## config.mk

```make
export PLATFORM = sky130hd
export DESIGN_NAME = console_switch_conditioning
export DESIGN_NICKNAME = d
export VERILOG_FILES = /design/src/console_switch_pkg.sv /design/src/switch_holding_latch.sv /design/src/console_switch_conditioning.sv
export SDC_FILE = /design/constraint.sdc
export NUM_CORES = 1
export LEC_CHECK = 0
export BUFFER_PORTS_ARGS = -buffer_cell sky130_fd_sc_hd__buf_2
export CAP_MARGIN = 20
export CORE_MARGIN = 2
export CORE_UTILIZATION = 42
export CTS_BUF_LIST = sky130_fd_sc_hd__clkbuf_8
export CTS_CLUSTER_DIAMETER = 80
export DETAILED_ROUTE_END_ITERATION = 6
export HOLD_SLACK_MARGIN = 0.12
export PLACE_DENSITY = 0.82
export SYNTH_ARGS = -nofsm -noshare
export SYNTH_HDL_FRONTEND = slang
export SYNTH_SLANG_ARGS = --single-unit
export TNS_END_PERCENT = 5
```

## constraint.sdc

```tcl
create_clock -name clock_in -period 1.04 [get_ports clock_in]
set_input_delay 0.208 -clock clock_in [delete_from_list [all_inputs] [get_ports clock_in]]
set_output_delay 0.208 -clock clock_in [all_outputs]
set_load 0.1 [all_outputs]
```

## src/console_switch_pkg.sv

```systemverilog
package console_switch_pkg;

    // ------------------------------------------------------------
    // Switch indices
    // ------------------------------------------------------------
    localparam int unsigned NUM_KEYS = 5;
    localparam int unsigned KEY_SET_ADDRESS = 0;
    localparam int unsigned KEY_INSPECT = 1;
    localparam int unsigned KEY_RESUME = 2;
    localparam int unsigned KEY_STORE = 3;
    localparam int unsigned KEY_START = 4;

    // ------------------------------------------------------------
    // Reset values and synchroniser depth
    // ------------------------------------------------------------
    localparam logic LATCH_SET_VALUE = 1'h1;
    localparam logic [4:0] KEYS_IDLE = 5'h1F;
    localparam int unsigned SYNC_STAGES = 2;

    // ------------------------------------------------------------
    // Power restore hold time seen from the power logic
    // ------------------------------------------------------------
    localparam int unsigned POWER_HOLD_MS = 70;
    localparam int unsigned CLOCK_HZ = 20000000;
    localparam longint unsigned POWER_HOLD_CYCLES =
        (longint'(POWER_HOLD_MS) * longint'(CLOCK_HZ)) / 64'd1000;

    // ------------------------------------------------------------
    // Register port, offsets of plain status and control words
    // ------------------------------------------------------------
    localparam logic [3:0] REG_STATUS = 4'h0;
    localparam logic [3:0] REG_SWITCHES = 4'h4;
    localparam logic [3:0] REG_RESTORE = 4'h8;
    localparam logic [31:0] READ_ZERO = 32'h00000000;

endpackage

```

## src/switch_holding_latch.sv

```systemverilog
`timescale 1ns/1ps
`default_nettype none

// Clocked form of a cross-coupled set/reset latch with active-low inputs.
module switch_holding_latch (
    input wire logic clock_in,
    input wire logic nrst_in,
    input wire logic set_n_in,
    input wire logic reset_n_in,
    output logic q_out
);

    logic q_q;
    logic q_d;

    // Set wins when both inputs are low, as the extra set path must dominate.
    assign q_d = !set_n_in ? 1'b1 : (!reset_n_in ? 1'b0 : q_q);
    assign q_out = q_q;

    // Holding flip-flop; with both inputs high it keeps its state.
    always_ff @(posedge clock_in) begin
        if (!nrst_in) begin
            q_q <= console_switch_pkg::LATCH_SET_VALUE;
        end else begin
            q_q <= q_d;
        end
    end

endmodule

`default_nettype wire

```

## src/console_switch_conditioning.sv

```systemverilog
// Functional notes
// - Six switches: run/stop toggle and five momentary keys.
// - Store key acts when lifted; other keys act when pressed.
// - Each switch output passes a holding set/reset latch against bounce.
// - Keys assert low when active; run/stop asserts low at stop.
// - Common input high only if power good and lockout both high.
// - Lockout line high in lockout key position, low in on position.
// - Common low: rest sets latch high, active resets latch low.
// - Run/stop high at run lets program run; low halts processor.
// - Under lockout moving any switch leaves its latch set.
// - After power loss without lockout switches act on their position.
// - Stop position during restore resets run/stop latch, asserting stop.
// - Power good rising under lockout sets run/stop latch, clearing stop.
// - Extra run/stop set path has no effect with lockout off.
`timescale 1ns/1ps
`default_nettype none

module console_switch_conditioning (
    input wire logic clock_in,
    input wire logic nrst_in,
    input wire logic run_position_in,
    input wire logic set_address_key_down_in,
    input wire logic inspect_key_down_in,
    input wire logic resume_key_down_in,
    input wire logic store_key_up_in,
    input wire logic start_key_down_in,
    input wire logic power_good_n_in,
    input wire logic lockout_key_in,
    input wire logic [3:0] reg_addr_in,
    input wire logic [31:0] reg_wdata_in,
    input wire logic reg_write_in,
    input wire logic reg_read_in,
    output logic [31:0] reg_rdata_out,
    output logic set_address_key_out_n,
    output logic inspect_key_out_n,
    output logic resume_key_out_n,
    output logic store_key_out_n,
    output logic start_key_out_n,
    output logic run_stop_out_n,
    output logic common_input_out
);

    // ------------------------------------------------------------
    // Common input network
    // ------------------------------------------------------------

    logic lockout_line;
    logic common_input;
    logic extra_set_n;
    logic power_good_prev_q;
    logic power_rise;

    // lockout line level
    // The line is grounded in the on position, pulled high in lockout.
    assign lockout_line = lockout_key_in;
    assign common_input = power_good_n_in && lockout_line;
    // inverted common input
    // With lockout off the common input is always low, so this set path stays
    // inactive and the toggle alone decides; under lockout it forces the latch
    // set, so a restore that reset it cannot leave the processor halted.
    assign extra_set_n = !common_input;
    assign power_rise = power_good_n_in && !power_good_prev_q;

    // ------------------------------------------------------------
    // Switch contacts to latch inputs
    // ------------------------------------------------------------

    logic [4:0] key_active;
    logic [4:0] key_latch_q;
    logic run_latch_q;
    logic run_set_n;
    logic run_reset_n;

    // activation sense
    // The store key is active up; all others are active down.
    assign key_active[console_switch_pkg::KEY_SET_ADDRESS] = set_address_key_down_in;
    assign key_active[console_switch_pkg::KEY_INSPECT] = inspect_key_down_in;
    assign key_active[console_switch_pkg::KEY_RESUME] = resume_key_down_in;
    assign key_active[console_switch_pkg::KEY_STORE] = store_key_up_in;
    assign key_active[console_switch_pkg::KEY_START] = start_key_down_in;

    // common high blocks change
    // The contact routes the common input to the set or reset terminal; the
    // other terminal floats high.  A high common input thus cannot move a latch.
    genvar gi;
    generate
        for (gi = 0; gi < console_switch_pkg::NUM_KEYS; gi++) begin : g_key
            switch_holding_latch u_latch (
                .clock_in(clock_in),
                .nrst_in(nrst_in),
                .set_n_in(key_active[gi] || common_input),
                .reset_n_in(!key_active[gi] || common_input),
                .q_out(key_latch_q[gi])
            );
        end
    endgenerate

    // extra set path masked
    // A low common input lets the contacts drive; the inverted common path
    // only adds a set when lockout and power good are both high.
    assign run_reset_n = run_position_in || common_input;
    assign run_set_n = (!run_position_in || common_input) && extra_set_n;

    switch_holding_latch u_run_latch (
        .clock_in(clock_in),
        .nrst_in(nrst_in),
        .set_n_in(run_set_n),
        .reset_n_in(run_reset_n),
        .q_out(run_latch_q)
    );

    // ------------------------------------------------------------
    // Two-stage synchroniser toward the processor
    // ------------------------------------------------------------

    logic [5:0] sync1_q;
    logic [5:0] sync2_q;

    // two flip-flop stages
    // The first stage feeds only the second one.
    always_ff @(posedge clock_in) begin
        if (!nrst_in) begin
            sync1_q <= {console_switch_pkg::LATCH_SET_VALUE, console_switch_pkg::KEYS_IDLE};
            sync2_q <= {console_switch_pkg::LATCH_SET_VALUE, console_switch_pkg::KEYS_IDLE};
        end else begin
            sync1_q <= {run_latch_q, key_latch_q};
            sync2_q <= sync1_q;
        end
    end

    always_ff @(posedge clock_in) begin
        if (!nrst_in) begin
            set_address_key_out_n <= console_switch_pkg::LATCH_SET_VALUE;
            inspect_key_out_n <= console_switch_pkg::LATCH_SET_VALUE;
            resume_key_out_n <= console_switch_pkg::LATCH_SET_VALUE;
            store_key_out_n <= console_switch_pkg::LATCH_SET_VALUE;
            start_key_out_n <= console_switch_pkg::LATCH_SET_VALUE;
            run_stop_out_n <= console_switch_pkg::LATCH_SET_VALUE;
            common_input_out <= 1'b0;
        end else begin
            set_address_key_out_n <= sync2_q[console_switch_pkg::KEY_SET_ADDRESS];
            inspect_key_out_n <= sync2_q[console_switch_pkg::KEY_INSPECT];
            resume_key_out_n <= sync2_q[console_switch_pkg::KEY_RESUME];
            store_key_out_n <= sync2_q[console_switch_pkg::KEY_STORE];
            start_key_out_n <= sync2_q[console_switch_pkg::KEY_START];
            run_stop_out_n <= sync2_q[console_switch_pkg::NUM_KEYS];
            common_input_out <= common_input;
        end
    end

    // ------------------------------------------------------------
    // Register port
    // ------------------------------------------------------------

    logic restore_seen_q;
    logic [31:0] read_word;

    // Power good edge tracking; the sticky flag records a restore under lockout.
    // A new rise in the cycle of a clear write wins over the clear.
    // The edge history resets to the idle high level, so no false rise follows reset.
    always_ff @(posedge clock_in) begin
        if (!nrst_in) begin
            power_good_prev_q <= 1'b1;
            restore_seen_q <= 1'b0;
        end else begin
            power_good_prev_q <= power_good_n_in;
            if (power_rise && lockout_line) begin
                restore_seen_q <= 1'b1;
            end else if (reg_write_in && reg_addr_in == console_switch_pkg::REG_RESTORE
                         && reg_wdata_in[0]) begin
                restore_seen_q <= 1'b0;
            end
        end
    end

    // Read decode; unmapped offsets read as zero.
    assign read_word =
        (reg_addr_in == console_switch_pkg::REG_STATUS) ?
            {29'h0, common_input, lockout_line, power_good_n_in} :
        (reg_addr_in == console_switch_pkg::REG_SWITCHES) ?
            {26'h0, run_latch_q, key_latch_q} :
        (reg_addr_in == console_switch_pkg::REG_RESTORE) ?
            {31'h0, restore_seen_q} :
            console_switch_pkg::READ_ZERO;

    // Read data stands only in the cycle after the strobe.
    always_ff @(posedge clock_in) begin
        if (!nrst_in) begin
            reg_rdata_out <= console_switch_pkg::READ_ZERO;
        end else begin
            reg_rdata_out <= reg_read_in ? read_word : console_switch_pkg::READ_ZERO;
        end
    end

    // ------------------------------------------------------------
    // Assertions
    // ------------------------------------------------------------

    // Latch checks look one edge ahead; switch output checks look three edges back.
    a_common_gate: assert property (
        @(posedge clock_in) disable iff (!nrst_in)
        $past(nrst_in) |->
            common_input_out == ($past(power_good_n_in) && $past(lockout_key_in)))
        else $error("common output does not follow power good and lockout");

    a_lock_keeps_set: assert property (
        @(posedge clock_in) disable iff (!nrst_in)
        (common_input && key_latch_q[0]) |=> key_latch_q[0])
        else $error("key latch changed under lockout");

    a_key_reset: assert property (
        @(posedge clock_in) disable iff (!nrst_in)
        (!common_input && key_active[1]) |=> !key_latch_q[1])
        else $error("active key did not reset latch");

    a_key_rest_set: assert property (
        @(posedge clock_in) disable iff (!nrst_in)
        (!common_input && !key_active[3]) |=> key_latch_q[3])
        else $error("resting store key did not set latch");

    a_stop_restore: assert property (
        @(posedge clock_in) disable iff (!nrst_in)
        (!power_good_n_in && !run_position_in) |=> !run_latch_q)
        else $error("stop position did not reset run latch");

    a_resume_lock: assert property (
        @(posedge clock_in) disable iff (!nrst_in)
        (power_rise && lockout_key_in) |=> run_latch_q)
        else $error("run latch not set on power return under lockout");

    a_sync_delay: assert property (
        @(posedge clock_in) disable iff (!nrst_in)
        $past(nrst_in, 3) |-> run_stop_out_n == $past(run_latch_q, 3))
        else $error("run output not three cycles behind latch");

    a_key_out_delay: assert property (
        @(posedge clock_in) disable iff (!nrst_in)
        $past(nrst_in, 3) |-> store_key_out_n == $past(key_latch_q[3], 3))
        else $error("store output not three cycles behind latch");

    a_addr_out_delay: assert property (
        @(posedge clock_in) disable iff (!nrst_in)
        $past(nrst_in, 3) |-> set_address_key_out_n ==
            $past(key_latch_q[console_switch_pkg::KEY_SET_ADDRESS], 3))
        else $error("set address output not three cycles behind latch");

    a_lock_run_set: assert property (
        @(posedge clock_in) disable iff (!nrst_in)
        common_input |=> run_latch_q)
        else $error("run latch not held set under lockout");

    a_run_sets: assert property (
        @(posedge clock_in) disable iff (!nrst_in)
        (!common_input && run_position_in) |=> run_latch_q)
        else $error("run position did not set run latch");

    a_open_stop: assert property (
        @(posedge clock_in) disable iff (!nrst_in)
        (!lockout_key_in && !run_position_in) |=> !run_latch_q)
        else $error("extra set path overrode stop with lockout off");

    a_store_reset: assert property (
        @(posedge clock_in) disable iff (!nrst_in)
        (!common_input && store_key_up_in) |=> !key_latch_q[console_switch_pkg::KEY_STORE])
        else $error("lifted store key did not reset latch");

    a_start_reset: assert property (
        @(posedge clock_in) disable iff (!nrst_in)
        (!common_input && start_key_down_in) |=> !key_latch_q[console_switch_pkg::KEY_START])
        else $error("pressed start key did not reset latch");

    a_addr_reset: assert property (
        @(posedge clock_in) disable iff (!nrst_in)
        (!common_input && set_address_key_down_in) |=>
            !key_latch_q[console_switch_pkg::KEY_SET_ADDRESS])
        else $error("pressed set address key did not reset latch");

    a_resume_reset: assert property (
        @(posedge clock_in) disable iff (!nrst_in)
        (!common_input && resume_key_down_in) |=> !key_latch_q[console_switch_pkg::KEY_RESUME])
        else $error("pressed resume key did not reset latch");

    a_lock_hold_all: assert property (
        @(posedge clock_in) disable iff (!nrst_in)
        (common_input && key_latch_q == console_switch_pkg::KEYS_IDLE) |=>
            key_latch_q == console_switch_pkg::KEYS_IDLE)
        else $error("key latches left set state under lockout");

    a_restore_flag: assert property (
        @(posedge clock_in) disable iff (!nrst_in)
        (power_rise && lockout_line) |=> restore_seen_q)
        else $error("restore flag not set on power return under lockout");

    a_read_idle: assert property (
        @(posedge clock_in) disable iff (!nrst_in)
        ($past(nrst_in) && !$past(reg_read_in)) |-> reg_rdata_out == console_switch_pkg::READ_ZERO)
        else $error("read data not zero outside the read answer cycle");

endmodule

`default_nettype wire

```

# Word-level counts from Yosys, hierarchy flattened
# Index checks and enable logic that the tools add are counted.
# W data, S select, Z words.
[totals] regBits=59 inputBits=48 out_inout_bits=39 word_cells=66
[classes] n_eq_ne=2 n_mux=5 bitwise_logic=2 reduce_logical=37
[ops] cell="$reduce_and A2 Y1" count=7
[ops] cell="$logic_or A1 B1 Y1" count=12
[ops] cell="$logic_not A1 Y1" count=8
[ops] cell="$logic_and A1 B1 Y1" count=6
[ops] cell="$mux W6" count=1
[ops] cell="$eq A4 B3 Y1 const B" count=1
[ops] cell="$eq A4 B4 Y1 const B" count=1
[ops] cell="$logic_not A4 Y1" count=1
[ops] cell="$reduce_or A4 Y1" count=1
[ops] cell="$mux W1" count=3
[ops] cell="$mux W3" count=1
[ops] cell="$reduce_or A3 Y1" count=1
[ops] cell="$not A1 Y1" count=2
[ops] cell="$reduce_bool A2 Y1" count=1

# Longest topological paths before layout
[logic_depth] ltp_word=5 mapped_depth=4 depth_no_buf=3

# Hierarchy
# From an unflattened synthesis, not the netlist that was laid out.
[hier_totals] cells_unflattened=127 area_unflattened_um2=1267.5
[modules_own_cells] mod="console_switch_conditioning" instances=1 cells_per_inst=109 area_per_inst_um2=1094.8 seq_area_each_um2=540.5
[modules_own_cells] mod="switch_holding_latch" instances=6 cells_per_inst=3 area_per_inst_um2=28.8 seq_area_each_um2=20.0

# Least setup slack after synthesis
# Ideal clock, no wire load.
[synth_timing] path_kind="register to output" startpoint="register common_input_out" endpoint="output common_input_out" arrival_ps=909 t_required_ps=832 slack_ps=-77 stages_incl_launch_ff=1 path_buffers=0 cell_sequence="dfxtp_1"
[synth_lines] item="from (decl)" line_no="console_switch_conditioning.sv:40" rtl="output logic common_input_out"
[synth_lines] item="from (signal assigned)" line_no="console_switch_conditioning.sv:147" rtl="common_input_out <= common_input;"
# No word-level cell between the ends.

# Worst setup path in the final report
[layout_timing] startpoint="register run_stop_out_n" endpoint="output run_stop_out_n"
[layout_lines] item="from (decl)" line_no="console_switch_conditioning.sv:39" rtl="output logic run_stop_out_n,"
[layout_lines] item="from (signal assigned)" line_no="console_switch_conditioning.sv:138" rtl="run_stop_out_n <= console_switch_pkg::LATCH_SET_VALUE;"
[layout_lines] item="from (signal assigned)" line_no="console_switch_conditioning.sv:146" rtl="run_stop_out_n <= sync2_q[console_switch_pkg::NUM_KEYS];"
# No word-level cell between the ends.

==> metrics.yaml <==
fin_skew_ps: 4.19
ys_types: 22
hold_viol_final: 0
io_pins: 87
antenna_found_initial: 0
critPathLaunchType: "flip-flop"
cp.depth: 1
seq_area_sq_um: 673
drive_above_1_share_pct: 33.5
routabilityCongestion: 0.722
die_area_sq_mm: 0.00338
slowest_delay_ps: 350
crit_chain: "buf_12"
crit_buf_inv: 1
syn_inst: 118
crit_path_max_fanout: 1
cp.required_ps: 830
clk_latency_ps: 270
core_area_sq_mm: 0.00276
drv_cap: 0
synthToLayoutAreaGrowth_pct: 32.6
synth-seq-cells: 33
hold_depth: 2
critPathSlowestCell: "dfxtp_1"
numCtsBuffers: 5
path_delay_family: "flip-flops"
ys_seq_area_share_pct: 53.7
p_leak_nw: 0.719
numPlacedInstances: 179
vias: 782
fp.dieH_um: 58.1
finalSetupViolCount: 0
dp_hpwl_um: 1390
max-vdd-ir-drop_v: 0.000986
drcViolationCount: 0
crit_path_end_kind: "output port"
avgSynthCellArea_sq_um: 10.4
r2r_end: "reg_rdata_out[0]"
fin_crit_ps: 1010
grt_pass1_vias: 663
fmax_mhz: 991
clockRootBuffer: "clkbuf_8"
wire_per_inst_um: 10.0
cts_max_level: 2
initial_core_util_pct: 44.6
multi_input_area_sq_um: 454
ys_warn_count: 0
slew_violations: 0
wirelength_um: 1860
die_w_um: 58.1
crit_type: "reg -> out"
mostFrequentLayoutCell: "conb_1"
grt_usage_pct: 12.0
ff2ff_path_depth: 3
via_per_inst: 4.20
powerDensity_mw_per_mm2: 1760
io_buffers: 29
fin_cells: 186
cts_buffer_depth: 2
hold_path.class: "in -> reg"
ff2ff_setup_slack_ps: 310
grt_pass1_wl_um: 2900
ant_nets: 0
cts.sinks: 33
fill_cells: 227
grt_max_degree: 24
synth_area_sq_mm: 0.00123
final_nets: 203
cp.arrival_ps: 800
post-route-period-util_pct: 97.1
min_from: "run_position_in"
dr.pass1.iters: 4
min_to: "u_run_latch.q_out"
grt_overflow: 0
drt-initial-drc-count: 4
path_clk_slew_ps: 60
mostFrequentLayoutCells: "conb_1 (26), dfxtp_1 (23), buf_2 (16)"
rows: 19
regToRegStartpoint: "restore_seen_q"
diodes: 0
rsz0062_at_grt: "false"
status: "completed"
tns_ps: 0
cts_tree: "built"
-- metrics by stage --
stage / setup slack, ps / hold slack, ps / util, % / instance area (sq um) / power [W]
final: 30.6 / 129 / 59.1 / 1630 / 0.00287
after global routing: 0.883 / 133 / 59.1 / 1630 / 0.00296
after CTS: 7.34 / 127 / 58.8 / 1620 / 0.00289
after detailed placement: -21.7 / 392 / 55.6 / 1530 / 0.00198
after global placement: 33.4 / 385 / 55.6 / 1530 / 0.00197
after floorplan: -77.0 / 285 / - / 1330 / 0.00195
-- synth_stat cells, drive strengths merged --
cell type  count  area (sq um)
and2           8          50.0
and3           1          6.26
buf           27           200
clkbuf         2          8.75
conb           1          3.75
dfxtp         33           661
mux2i          2          20.0
nand2          2          7.51
nand2b        12          75.1
nand3b         2          15.0
nand4b         1          8.76
nand4bb        1          16.3
nor2           7          26.3
nor3           2          10.0
nor3b          1          12.5
o21a           3          22.5
o21ai          5          25.0
o31a           1          8.76
or2b           7          52.6
-- how the worst max path moves through the flow --
stage / end / slack, ps / start
6_report: run_stop_out_n / 30 / run_stop_out_n
3_3_place_gp: reg_rdata_out[4] / 30 / reg_addr_in[0]
2_1_floorplan: inspect_key_out_n / -80 / inspect_key_out_n
3_5_place_dp: reg_rdata_out[3] / -20 / reg_addr_in[0]
5_1_grt: run_stop_out_n / 0.9 / run_stop_out_n
4_1_cts: reg_rdata_out[5] / 7 / reg_rdata_out[5]
-- layout make-up --
class / instances / area share (%)
Clock buffer: 6 / 5.07
Clock inverter: 1 / 0.230
Multi-Input combinational cell: 81 / 27.9
Sequential cell: 33 / 41.3
Tap cell: 31 / 2.38
Timing Repair Buffer: 34 / 23.2
-- report_power, final --
| part | internal (W) | switching [W] |
|---|---|---|
| registers | 0.00131 | 0.0000195 |
| clock network | 0.000514 | 0.000404 |
| logic | 0.000102 | 0.000524 |
| total | 0.00192 | 0.000948 |
-- kinds of logic after synthesis --
family | share of synthesized area (%)
other | 0.305
and+or+nand+nor | 22.8
buffers and inverters | 17.0
DFF | 53.7
muxes | 1.63
AOI/OAI and AO/OA | 4.58
-- per-layer routing --
metal / wire length (um) / part of all wire [%] / up-vias / GRT usage [%]
met4: 19 / 1.0 / 0 / 6.98
met5: 0 / 0 / - / 0
met1: 775 / 42 / 339 / 12.8
met2: 878 / 47 / 42 / 19.5
li1: - / - / 397 / -
met3: 191 / 10 / 4 / 5.36
-- sequential cells by signal (all words and copies together) (netlist names) --
signal / count
start_key_out_n: 1
run_stop_out_n: 1
sync2_q: 6
restore_seen_q: 1
resume_key_out_n: 1
sync1_q: 6
set_address_key_out_n: 1
g_key.u_latch.q_out: 5
power_good_prev_q: 1
inspect_key_out_n: 1
reg_rdata_out: 6
store_key_out_n: 1
u_run_latch.q_out: 1
common_input_out: 1
-- what timing repair did --
item | in CTS | in global routing
setup endpoints to repair | 2 | 7
resized for setup | 2 | 7
buffers inserted | 0 | 0
hold buffers | 0 | 0
No activity file was read; power rests on OpenSTA's default activity.
